--- src/pre_driver_map.vh ---
`ifndef PRE_DRIVER_MAP_VH
`define PRE_DRIVER_MAP_VH

// ==================================================
// clock and timing
`define CLK_HZ        50000000
`define US_CYC        (`CLK_HZ / 1000000)
`define RST_FILT_CYC  4'h8
`define RETRY_US      1000
// blank times in microseconds, index = 2-bit select
`define BLANK_00_US   10'h050
`define BLANK_01_US   10'h08c
`define BLANK_10_US   10'h118
`define BLANK_11_US   10'h230

// ==================================================
// serial frame layout
`define FRAME_BITS    5'h18
`define ADDR_MSB      23
`define ADDR_LSB      20
`define DATA_MSB      11
`define RD_LR_BIT     23
`define RD_FE_BIT     22

// ==================================================
// register addresses
`define ADDR_CTRL     4'h0
`define ADDR_CFG0     4'h1
`define ADDR_MASK     4'h7

// ==================================================
// fault configuration fields and reset values
`define CFG_W         12
`define CFG_STG_BIT   0
`define CFG_STB_LSB   1
`define CFG_TON_LSB   4
`define CFG_TOF_LSB   6
`define CFG_RT1_BIT   11
`define CFG_RST       12'h000
`define CTRL_RST      6'h00
`define MASK_RST      6'h00
// synchroniser idle: chip select high, all else low
`define SYNC_RST      28'h4000000

`endif

--- src/sync2.v ---
module sync2 #(
  parameter             WIDTH     = 1,
  parameter [WIDTH-1:0] RESET_VAL = {WIDTH{1'b0}}
) (
  // clock and reset
  input  wire             clk_in,
  input  wire             rst_in,
  // data
  input  wire [WIDTH-1:0] d_in,
  output reg  [WIDTH-1:0] q_out
);

  reg [WIDTH-1:0] meta_r;

  // ==================================================
  // two-stage synchroniser, meta_r feeds q_out only
  always @(posedge clk_in or posedge rst_in)
  begin
    if (rst_in)
    begin
      meta_r <= RESET_VAL;
      q_out  <= RESET_VAL;
    end
    else
    begin
      meta_r <= d_in;
      q_out  <= meta_r;
    end
  end

endmodule

--- src/gate_channel.v ---
`include "pre_driver_map.vh"

module gate_channel (
  // clock and reset
  input  wire       clk_in,
  input  wire       rst_in,
  // timing and control
  input  wire       tick_us_in,
  input  wire       run_in,
  input  wire       cmd_in,
  input  wire       gbit_fall_in,
  input  wire       mask_in,
  input  wire       retry_en_in,
  input  wire       retry_tick_in,
  input  wire       frame_done_in,
  input  wire [1:0] ton_sel_in,
  input  wire [1:0] tof_sel_in,
  // drain comparators
  input  wire       stb_cmp_in,
  input  wire       stg_cmp_in,
  input  wire       open_cmp_in,
  // outputs
  output reg        gate_out,
  output reg        bias_out,
  output reg  [2:0] faults_out
);

  reg  [9:0] blank_r;
  reg        stb_off_r;
  reg  [2:0] state_r;
  wire       det_en;
  wire       drive_nxt;
  wire       change;
  wire       settled;
  wire       stb_hit;
  wire       off_chk;

  function [9:0] blank_us;
    input [1:0] sel;
    begin
      case (sel)
        2'h0:    blank_us = `BLANK_00_US;
        2'h1:    blank_us = `BLANK_01_US;
        2'h2:    blank_us = `BLANK_10_US;
        default: blank_us = `BLANK_11_US;
      endcase
    end
  endfunction

  assign det_en    = run_in & ~mask_in;
  assign drive_nxt = run_in & cmd_in & ~stb_off_r;
  assign change    = drive_nxt ^ gate_out;
  assign settled   = (blank_r == 10'h000) & ~change;
  assign stb_hit   = det_en & gate_out & settled & stb_cmp_in;
  assign off_chk   = det_en & ~gate_out & settled;

  // ==================================================
  // gate, bias and blank timer
  always @(posedge clk_in or posedge rst_in)
  begin
    if (rst_in)
    begin
      gate_out <= 1'b0;
      bias_out <= 1'b0;
      blank_r  <= 10'h000;
    end
    else
    begin
      gate_out <= drive_nxt;
      bias_out <= det_en & ~drive_nxt;
      if (change)
        blank_r <= drive_nxt ? blank_us(ton_sel_in) : blank_us(tof_sel_in);
      else if (tick_us_in && blank_r != 10'h000)
        blank_r <= blank_r - 10'h001;
    end
  end

  // ==================================================
  // fault states and latched fault bits {open, stg, stb}
  always @(posedge clk_in or posedge rst_in)
  begin
    if (rst_in)
    begin
      stb_off_r  <= 1'b0;
      state_r    <= 3'h0;
      faults_out <= 3'h0;
    end
    else if (!run_in)
    begin
      stb_off_r  <= 1'b0;
      state_r    <= 3'h0;
      faults_out <= 3'h0;
    end
    else
    begin
      // set wins over every release path
      if (stb_hit)
        stb_off_r <= 1'b1;
      else if (gbit_fall_in || (retry_en_in && retry_tick_in))
        stb_off_r <= 1'b0;
      if (gate_out && settled && det_en)
        state_r[0] <= stb_cmp_in;
      if (off_chk)
        state_r[2:1] <= {open_cmp_in, stg_cmp_in};
      // latched bits drop only on a transfer after the state cleared
      faults_out <= state_r | (faults_out & ~{3{frame_done_in}});
    end
  end

endmodule

--- src/pre_driver_top.v ---
`include "pre_driver_map.vh"

module pre_driver_top #(
  parameter RETRY_US = `RETRY_US
) (
  // system
  input  wire        SYS_CLK_IN,
  input  wire        RST_IN,
  // serial link
  input  wire        CHIP_SELECT_LOW_IN,
  input  wire        SCK_IN,
  input  wire        SDI_IN,
  output wire        SDO_OUT,
  output wire        SDO_OE_OUT,
  // reset pin
  input  wire        RESET_LOW_IN,
  // channel inputs
  input  wire [5:0]  CHANNEL_DIRECT_INPUT_IN,
  input  wire [5:0]  STB_CMP_IN,
  input  wire [5:0]  STG_CMP_IN,
  input  wire [5:0]  OPEN_CMP_IN,
  // channel outputs
  output wire [5:0]  GATE_DRIVE_OUTPUT_OUT,
  output wire [5:0]  BIAS_ENABLE_OUT,
  output wire [5:0]  STG_THRESH_SEL_OUT,
  output wire [17:0] STB_THRESH_SEL_OUT,
  output wire        LOGIC_RESET_FLAG_OUT
);

  localparam integer    US_CYC_I   = `US_CYC;
  localparam integer    RETRY_I    = RETRY_US;
  localparam [5:0]      US_LAST    = US_CYC_I[5:0] - 6'h01;
  localparam [15:0]     RETRY_LAST = RETRY_I[15:0] - 16'h0001;

  // ==================================================
  // synchronised pins
  wire [27:0] sync_q;
  wire [5:0]  in_s;
  wire [5:0]  stb_s;
  wire [5:0]  stg_s;
  wire [5:0]  open_s;
  wire        sdi_s;
  wire        sck_s;
  wire        csn_s;
  wire        rstn_s;

  sync2 #(
    .WIDTH     (28),
    .RESET_VAL (`SYNC_RST)
  ) u_sync (
    .clk_in (SYS_CLK_IN),
    .rst_in (RST_IN),
    .d_in   ({RESET_LOW_IN, CHIP_SELECT_LOW_IN, SCK_IN, SDI_IN,
              OPEN_CMP_IN, STG_CMP_IN, STB_CMP_IN, CHANNEL_DIRECT_INPUT_IN}),
    .q_out  (sync_q)
  );

  assign in_s   = sync_q[5:0];
  assign stb_s  = sync_q[11:6];
  assign stg_s  = sync_q[17:12];
  assign open_s = sync_q[23:18];
  assign sdi_s  = sync_q[24];
  assign sck_s  = sync_q[25];
  assign csn_s  = sync_q[26];
  assign rstn_s = sync_q[27];

  // ==================================================
  // reset pin glitch filter
  reg  [3:0] rfilt_r;
  reg        reset_act_r;
  wire       run;

  // short low pulses on the pin are ignored
  always @(posedge SYS_CLK_IN or posedge RST_IN)
  begin
    if (RST_IN)
    begin
      rfilt_r     <= 4'h0;
      reset_act_r <= 1'b1;
    end
    else if (rstn_s)
    begin
      rfilt_r     <= 4'h0;
      reset_act_r <= 1'b0;
    end
    else if (rfilt_r >= `RST_FILT_CYC)
      reset_act_r <= 1'b1;
    else
      rfilt_r <= rfilt_r + 4'h1;
  end

  assign run = ~reset_act_r;

  // ==================================================
  // microsecond tick and shared retry timer
  reg  [5:0]  us_cnt_r;
  reg  [15:0] retry_cnt_r;
  wire        us_tick;
  wire        retry_tick;

  assign us_tick    = (us_cnt_r == US_LAST);
  assign retry_tick = us_tick & (retry_cnt_r == RETRY_LAST);

  always @(posedge SYS_CLK_IN or posedge RST_IN)
  begin
    if (RST_IN)
    begin
      us_cnt_r    <= 6'h00;
      retry_cnt_r <= 16'h0000;
    end
    else
    begin
      us_cnt_r <= us_tick ? 6'h00 : us_cnt_r + 6'h01;
      if (retry_tick)
        retry_cnt_r <= 16'h0000;
      else if (us_tick)
        retry_cnt_r <= retry_cnt_r + 16'h0001;
    end
  end

  // ==================================================
  // serial shifter
  reg         sck_q_r;
  reg         csn_q_r;
  reg  [23:0] shift_in_r;
  reg  [23:0] shift_out_r;
  reg  [4:0]  bits_r;
  reg         sdo_oe_r;
  reg         frame_done_r;
  wire        sck_rise;
  wire        sck_fall;
  wire        cs_fall;
  wire        cs_rise;
  wire        frame_ok;
  wire [3:0]  addr;
  wire [11:0] wdata;
  wire [17:0] faults;
  reg         lr_r;
  reg         frame_err_r;

  assign sck_rise = sck_s & ~sck_q_r;
  assign sck_fall = ~sck_s & sck_q_r;
  assign cs_fall  = csn_q_r & ~csn_s;
  assign cs_rise  = ~csn_q_r & csn_s;
  assign frame_ok = (bits_r == `FRAME_BITS);
  assign addr     = shift_in_r[`ADDR_MSB:`ADDR_LSB];
  assign wdata    = shift_in_r[`DATA_MSB:0];

  always @(posedge SYS_CLK_IN or posedge RST_IN)
  begin
    if (RST_IN)
    begin
      sck_q_r      <= 1'b0;
      csn_q_r      <= 1'b1;
      shift_in_r   <= 24'h000000;
      shift_out_r  <= 24'h000000;
      bits_r       <= 5'h00;
      sdo_oe_r     <= 1'b0;
      frame_done_r <= 1'b0;
    end
    else
    begin
      sck_q_r      <= sck_s;
      csn_q_r      <= csn_s;
      frame_done_r <= cs_rise;
      sdo_oe_r     <= ~csn_s;
      if (cs_fall)
      begin
        bits_r      <= 5'h00;
        // snapshot of status for this transfer
        shift_out_r <= {lr_r, frame_err_r, 4'h0, faults};
      end
      else if (!csn_s)
      begin
        if (sck_rise)
        begin
          shift_in_r <= {shift_in_r[22:0], sdi_s};
          if (bits_r != 5'h1f)
            bits_r <= bits_r + 5'h01;
        end
        // first bit already stands from the select edge
        if (sck_fall && bits_r != 5'h00)
          shift_out_r <= {shift_out_r[22:0], 1'b0};
      end
    end
  end

  assign SDO_OUT    = shift_out_r[23];
  assign SDO_OE_OUT = sdo_oe_r;

  // ==================================================
  // control, configuration and mask registers
  reg  [5:0]  gate_bits_r;
  reg  [71:0] cfg_r;
  reg  [5:0]  mask_r;
  reg  [5:0]  gfall_r;
  integer     i;

  always @(posedge SYS_CLK_IN or posedge RST_IN)
  begin
    if (RST_IN)
    begin
      gate_bits_r <= `CTRL_RST;
      cfg_r       <= {6{`CFG_RST}};
      mask_r      <= `MASK_RST;
      gfall_r     <= 6'h00;
      lr_r        <= 1'b1;
      frame_err_r <= 1'b0;
    end
    else if (reset_act_r)
    begin
      gate_bits_r <= `CTRL_RST;
      cfg_r       <= {6{`CFG_RST}};
      mask_r      <= `MASK_RST;
      gfall_r     <= 6'h00;
      lr_r        <= 1'b1;
      frame_err_r <= 1'b0;
    end
    else
    begin
      gfall_r <= 6'h00;
      if (frame_done_r)
        lr_r <= 1'b0;
      // short frame flagged, discarded; flag stands until a full frame carries it out
      if (cs_rise)
        frame_err_r <= ~frame_ok;
      if (cs_rise && frame_ok)
      begin
        case (addr)
          `ADDR_CTRL:
          begin
            gfall_r     <= gate_bits_r & ~wdata[5:0];
            gate_bits_r <= wdata[5:0];
          end
          `ADDR_MASK:
            mask_r <= wdata[5:0];
          default:
            gfall_r <= 6'h00;
        endcase
        for (i = 0; i < 6; i = i + 1)
          if (addr == `ADDR_CFG0 + i[3:0])
            cfg_r[i*`CFG_W +: `CFG_W] <= wdata;
      end
    end
  end

  assign LOGIC_RESET_FLAG_OUT = lr_r;

  // ==================================================
  // channels
  genvar c;
  generate
    for (c = 0; c < 6; c = c + 1)
    begin : ch
      assign STG_THRESH_SEL_OUT[c] = cfg_r[c*`CFG_W + `CFG_STG_BIT];
      assign STB_THRESH_SEL_OUT[3*c +: 3] = cfg_r[c*`CFG_W + `CFG_STB_LSB +: 3];

      gate_channel u_ch (
        .clk_in        (SYS_CLK_IN),
        .rst_in        (RST_IN),
        .tick_us_in    (us_tick),
        .run_in        (run),
        .cmd_in        (in_s[c] | gate_bits_r[c]),
        .gbit_fall_in  (gfall_r[c]),
        .mask_in       (mask_r[c]),
        .retry_en_in   (cfg_r[c*`CFG_W + `CFG_RT1_BIT]),
        .retry_tick_in (retry_tick),
        .frame_done_in (frame_done_r),
        .ton_sel_in    (cfg_r[c*`CFG_W + `CFG_TON_LSB +: 2]),
        .tof_sel_in    (cfg_r[c*`CFG_W + `CFG_TOF_LSB +: 2]),
        .stb_cmp_in    (stb_s[c]),
        .stg_cmp_in    (stg_s[c]),
        .open_cmp_in   (open_s[c]),
        .gate_out      (GATE_DRIVE_OUTPUT_OUT[c]),
        .bias_out      (BIAS_ENABLE_OUT[c]),
        .faults_out    (faults[3*c +: 3])
      );
    end
  endgenerate

endmodule

--- config.mk ---
export PLATFORM = sky130hd
export DESIGN_NAME = pre_driver_top
export DESIGN_NICKNAME = d
export VERILOG_FILES = /design/src/sync2.v /design/src/gate_channel.v /design/src/pre_driver_top.v
export VERILOG_INCLUDE_DIRS = /design/src
export SDC_FILE = /design/constraint.sdc
export NUM_CORES = 1
export LEC_CHECK = 0
export BUFFER_PORTS_ARGS = -buffer_cell sky130_fd_sc_hd__buf_2
export CAP_MARGIN = 20
export CORE_UTILIZATION = 45
export CTS_BUF_LIST = sky130_fd_sc_hd__clkbuf_4 sky130_fd_sc_hd__clkbuf_8
export DETAILED_ROUTE_END_ITERATION = 10
export PLACE_DENSITY = 0.61
export SLEW_MARGIN = 20
export SYNTH_ARGS = -nofsm -noshare
export SYNTH_HDL_FRONTEND = slang
export SYNTH_HIERARCHICAL = 1
export SYNTH_SLANG_ARGS = --single-unit
--- constraint.sdc ---
create_clock -name SYS_CLK_IN -period 9.24 [get_ports SYS_CLK_IN]
set_input_delay 1.386 -clock SYS_CLK_IN [delete_from_list [all_inputs] [get_ports SYS_CLK_IN]]
set_output_delay 1.386 -clock SYS_CLK_IN [all_outputs]
set_load 0.05 [all_outputs]
* Word level (Yosys, flattened, before mapping)
Index checks and enable logic that the tools add are counted.
** Storage, ports and cells
- Latch bits :: 0
- Output and inout bits :: 39
- Flip-flop bits (word level) :: 346
- ROM bits :: 0
- Input port bits :: 30
- Memories kept :: 0
- Logic and storage cells :: 459
- RAM bits :: 0
** Operators by class
- Multiply operators :: 0
- Bitwise logic cells :: 129
- Shift-type cells :: 0
- Reductions and logical operators :: 109
- Add/subtract/negate cells :: 10
- Div/mod/pow operators :: 0
- $lt $le $gt $ge :: 1
- Equality and inequality tests :: 37
- Mux-type cells :: 107
** Operator list (number)
- $pmux W10 S3 :: 12
- $mux W10 :: 18
- $mux W72 :: 2
- $mux W12 :: 6
- $mux W24 :: 3
- $reduce_bool A2 Y1 :: 34
- $and A1 B1 Y1 :: 65
- $logic_not A10 Y1 :: 6
- $mux W6 :: 10
- $reduce_bool A10 Y1 :: 6
- $sub A10 B1 Y10 const B :: 6
- $not A1 Y1 :: 37
- $mux W3 :: 12
- $mux W16 :: 2
- $mux W1 :: 30
- $logic_and A1 B1 Y1 :: 26
- $eq A2 B1 Y1 const B :: 12
- $eq A2 B2 Y1 const B :: 12
- $logic_not A2 Y1 :: 12
- $mux W5 :: 4
- $and A3 B3 Y3 :: 6
- $or A3 B3 Y3 :: 6
- $reduce_and A2 Y1 :: 9
- $reduce_bool A3 Y1 :: 6
- other kinds (25) :: 51

* Depth between registers and ports, before layout
- Word-level depth :: 10
- Mapped depth :: 9
- Depth with buffers taken out :: 8

* Cells and area by module
Netlist, hierarchy kept.
** By module, submodules not included
- gate_channel :: instances 6, area each 1295.0 um^2, seq. area each 475.5 um^2, cells each 139
- pre_driver_top :: instances 1, area each 7014.2 um^2, seq. area each 3957.5 um^2, cells each 598
- sync2 :: instances 1, area each 1407.6 um^2, seq. area each 1403.8 um^2, cells each 57

* Least setup slack after synthesis
No wires, ideal clock.
- Path kind :: reg2reg
- Start point :: reg us_cnt_r[2]
- End point :: reg ch[0].u_ch.blank_r[8]
- Required time :: 9176 ps
- Arrival time :: 3331 ps
- Path slack :: 5845 ps
- Cell stages (with the launch flop) :: 8
- Setup time :: 64 ps
- Buffers on the path :: 1
- Clock period less this slack :: 3395 ps
- Path through :: dfrtp_1 > or3b_1 > clkbuf_1 > nor2_1 > and2_1 > a211oi_1 > a311oi_1 > a211o_1
** On the way
- Cells in the longest elaborated chain, start to end :: 3
** RTL lines
- start: declaration :: line pre_driver_top.v:96 : reg [5:0] us_cnt_r;
- start signal: assignment :: line pre_driver_top.v:113 : us_cnt_r <= us_tick ? 6'h00 : us_cnt_r + 6'h01;
- $eq A6 B6 Y1 :: line pre_driver_top.v:101 : assign us_tick = (us_cnt_r == US_LAST);
- via us_tick :: line pre_driver_top.v:98 : wire us_tick;
- $logic_and A1 B1 Y1 :: line gate_channel.v:73 : else if (tick_us_in && blank_r != 10'h000)
- $reduce_bool A2 Y1 (no line)
- end signal: assignment :: line gate_channel.v:72 : blank_r <= drive_nxt ? blank_us(ton_sel_in) : blank_us(tof_sel_in);
- end signal: assignment :: line gate_channel.v:74 : blank_r <= blank_r - 10'h001;
- end: declaration :: line gate_channel.v:28 : reg [9:0] blank_r;
The timed path passes the listed nets, and every way through them passes these cells.
A chain may end at the register's enable or synchronous reset.

* Worst setup path in the final report
- Start point :: reg reset_act_r
- End point :: reg ch[2].u_ch.blank_r[8]
** On the way
- Cells in the longest elaborated chain, start to end :: 5
- Elaborated cells between the ends (all ways) :: 7
- Classes of those cells :: 2 x mux; 4 x bitwise; 1 x reduce/logical
** RTL lines
- start: declaration :: line pre_driver_top.v:70 : reg reset_act_r;
- start signal: assignment :: line pre_driver_top.v:79 : reset_act_r <= 1'b1;
- start signal: assignment :: line pre_driver_top.v:84 : reset_act_r <= 1'b0;
- start signal: assignment :: line pre_driver_top.v:87 : reset_act_r <= 1'b1;
- $not A1 Y1 (*) :: line pre_driver_top.v:92 : assign run = ~reset_act_r;
- via run :: line pre_driver_top.v:71 : wire run;
- $and A1 B1 Y1 (*) (2 in a row) :: line gate_channel.v:51 : assign drive_nxt = run_in & cmd_in & ~stb_off_r;
- $mux W10 or $xor A1 B1 Y1 (tied branches) :: line gate_channel.v:72, gate_channel.v:52
- $mux W10 or $reduce_bool A2 Y1 (tied branches)
- end signal: assignment :: line gate_channel.v:72
- end signal: assignment :: line gate_channel.v:74
- end: declaration :: line gate_channel.v:28
The timed path passes the listed nets; every way through them passes the cells marked *.

==> summary.md <==
| Metric | Value |
|---|---|
| Run status | `finished clean` |
| Sort of element at the start of the critical path | `flip-flop` |
| Clock Skews | `between 0.03 and 0.04 ns` |
| Lkg Pwr | `around 8.6 nW` |
| Class of the worst hold path | `flip-flop to flip-flop` |
| Min Tclk post-route | `3.13 ns` |
| Area growth, synth to finish | `11.0%` |
| Die H | `about 190 um` |
| Slew at the pin closest to its max-slew limit | `0.959 ns` |
| Final setup viols | `0` |
| Worst rel slew slack | `0.360` |
| Total number of clock tree sinks | `roughly 330` |
| Initial drt markers | `537` |
| Die Outline Area | `0.0367 sq mm` |
| Most common cell after layout, fill and taps aside | `sky130_fd_sc_hd__dfrtp_1` |
| Number of core rows | `69` |
| Global router's overall resource usage | `0.210` |
| Cell accounting for the most synthesized area | `sky130_fd_sc_hd__dfrtp_1` |
| Input/output buffers | `68` |
| Power, Total | `4.45 mW` |
| Warning count from the yosys run | `6` |
| Share of cells above drive strength 1 | `0.169` |
| Post-synthesis instance area | `0.0162 sq mm` |
| Post-CTS sizing | `0` |
| Post-route antenna net violation count | `0` |
| Total of hold buffers inserted after clock tree synthesis | `0` |
| Post-Route Utilization | `0.506` |
| Worst IR Drop VDD | `0.000170 V` |
| Vias in the first global route | `11200` |
| Number of synthesized register bits | `328` |
| Total global routing overflow | `0` |
| Placement-stage worst setup slack | `6.17 ns` |
| Unique cell type count in the Yosys netlist | `59` |
| Internal Pwr Total | `just under 3 mW` |
| I/O pin cnt | `69` |
| Largest cells by area after synthesis | `sky130_fd_sc_hd__dfrtp_1, sky130_fd_sc_hd__ha_1, sky130_fd_sc_hd__mux2i_1` |
| Number of buffers inserted to repair setup after CTS | `0` |
| Half-perimeter wire length after placement | `24.4 mm` |
| EDFF count, synth | `0` |
| Final estimated routing congestion in global placement | `around 0.89` |
| Clock buffers created by TritonCTS | `55` |
| Synth top area share | `0.499` |
| Pin count of the biggest net entering global routing | `99` |
| Net switching power of the design | `~1.5 mW` |
| Post-route setup slack | `6.11 ns` |
| Vias/cell | `~5.5` |
| Number of instances in the synthesized netlist | `around 1500` |
| Insertion delay of the later-clocked pin in the worst-skew pair | `0.63 ns` |
| Average wire length per cell after detail routing | `18.1 um` |
| Power density cells | `248 mW/mm^2` |
| Floorplan core area | `0.0355 sq mm` |
| Proportion of power drawn by combinational gates | `0.252` |
| Count of placed standard cells including taps | `1946` |
| H-tree depth reported by CTS | `2` |
| Sequential group share of total power | `0.445` |
| Post-layout instance count excluding filler cells | `around 2000` |
| Worst EP required | `about 10 ns` |
| MaxCap Viol Count | `0` |
| Top achievable clock speed | `between 300 and 400 MHz` |
| Initial antenna violation count | `0` |
| Fill cell count | `between 3000 and 4000` |
| Number of design rule violations left after detail routing | `0` |
| Final count of pins violating max slew | `0` |
| Clock network fraction of design power | `0.303` |
| CTS clk-pin slew, worst paths | `0.06 ns` |
| Top_reg_cell synth | `sky130_fd_sc_hd__dfrtp_1` |
| Start-to-end type of the worst setup path | `flip-flop to flip-flop` |
| Unrepaired setup endpoints after global routing | `no` |
| Top fanout value on the critical path | `a little under 70` |
| Clock root buffer master | `sky130_fd_sc_hd__clkbuf_8` |
| Final-layout worst hold slack | `0.347 ns` |
| Mean instance size in the synthesized netlist | `10.9 sq um` |
| Finished Cell Area | `0.0180 sq mm` |
| Post-synth ARST share | `1.00` |
| Final Hold Fails | `0` |
| Number of iterations in the first detailed-routing pass | `5` |
| Via total after detailed routing | `11300` |
| Syn nets | `1593` |
| Maximum clock path buffer count | `3` |
| Highest-count cells in the layout ignoring fill and taps | `sky130_fd_sc_hd__dfrtp_1, sky130_fd_sc_hd__nor2_1, sky130_fd_sc_hd__nand2_1` |
| Data arrival, critical path | `roughly 3.7 ns` |
| Fraction of power spent switching nets | `0.334` |
| Placed cell areas | `0.0168 sq mm` |
| Clock tree from TritonCTS | `built` |
| Global-route wire length before repair | `slightly above 60 mm` |
| Total number of nets in the final design | `about 1600` |
| Total wire length after detailed routing | `37.0 mm` |
| Post-route setup TNS | `0 ns` |
| Antenna Diode Count | `0` |
| Capturing element type of the critical path | `flip-flop` |
| Starting density of the core | `0.456` |
| Sequential-to-total area share from yosys stat | `0.507` |
| Die X | `192 um` |
| Tcrit/Tclk final | `0.339` |
final timing paths:
| kind | from | to | slack [ns] | cells after the start |
|---|---|---|---|---|
| max in group asynchronous | RST_IN | cfg_r[49] | 6.94 | 3 |
| min in group asynchronous | RST_IN | u_sync/q_out[20] | 0.90 | 2 |
| worst max-delay path | reset_act_r | ch[2].u_ch/blank_r[8] | 6.11 | 8 |
| worst min register to register | u_sync/meta_r[21] | u_sync/q_out[21] | 0.35 | 0 |
| worst min-delay path | u_sync/meta_r[21] | u_sync/q_out[21] | 0.35 | 0 |
| worst max register to register | reset_act_r | ch[2].u_ch/blank_r[8] | 6.11 | 8 |
final cells by class:
cell class	instances	area, sq um	area share
Sequential cell	328	8210	0.457
Tap cell	461	577	0.0321
Clock buffer	85	1050	0.0585
Timing Repair Buffer	79	423	0.0235
Inverter	68	260	0.0145
Clock inverter	13	105	0.00585
Multi-Input combinational cell	1010	7340	0.408
sequential cells by signal, summed over array words and instances (netlist names), 4 cells and up:
signal and flops:
u_sync/meta_r 28, ch.u_ch/state_r 18, ch.u_ch/bias_out 6, cfg_r 54, mask_r 6, gate_bits_r 6
ch.u_ch/stb_off_r 6, us_cnt_r 6, shift_out_r 24, ch.u_ch/gate_out 6, retry_cnt_r 16, bits_r 5
ch.u_ch/blank_r 60, gfall_r 6, shift_in_r 24, rfilt_r 4, ch.u_ch/faults_out 18, u_sync/q_out 28
cell families (layout without fill, tap and decap cells):
family,count (synthesis),count (layout),synth area share
buffers and inverters,151,245,0.0411
AO/OA/AOI/OAI,303,303,0.131
XOR/XNOR,33,33,0.0248
adder cells (fa/ha/maj),74,74,0.0572
multiplexers,99,99,0.0631
flip-flops,328,328,0.507
AND/OR/NAND/NOR,501,501,0.176
synthesized netlist by cell type, drive strengths merged (34+ instances only):
cell	count
clkbuf	52
nand3	45
ha	74
nor2	139
nand2	86
o21ai	70
a21oi	34
inv	67
o21a	48
mux2i	75
dfrtp	323
nor2b	46
routing by layer:
| layer | vias to the layer above | GRT usage | part of all wire | wire [um] |
|---|---|---|---|---|
| li1 | 5392 | - | - | - |
| met1 | 5604 | 0.299 | 0.49 | 18100 |
| met2 | 254 | 0.323 | 0.45 | 16500 |
| met3 | 62 | 0.0336 | 0.042 | 1560 |
| met4 | 0 | 0.0696 | 0.023 | 852 |
| met5 | - | 0 | 0 | 0 |
power by group through the flow:
stage | logic, mW | clock network, mW | registers (mW)
2_1_floorplan | 0.909 | 0 | 1.92
3_3_place_gp | 1.11 | 0 | 2.00
3_5_place_dp | 1.12 | 0 | 2.00
4_1_cts | 1.12 | 1.39 | 1.98
5_1_grt | 1.25 | 1.45 | 2.02
6_report | 1.12 | 1.35 | 1.98
worst max-delay path: stages, from the launching register on:
cell and delay, ns:
sky130_fd_sc_hd__dfstp_2 0.37, sky130_fd_sc_hd__inv_2 0.04, sky130_fd_sc_hd__buf_4 0.57, sky130_fd_sc_hd__nand3b_1 0.47, sky130_fd_sc_hd__inv_1 0.55, sky130_fd_sc_hd__xnor2_4 0.19
sky130_fd_sc_hd__a211oi_1 0.42, sky130_fd_sc_hd__a311oi_1 0.11, sky130_fd_sc_hd__a211o_1 0.26
(Power assumes the default switching activity.)
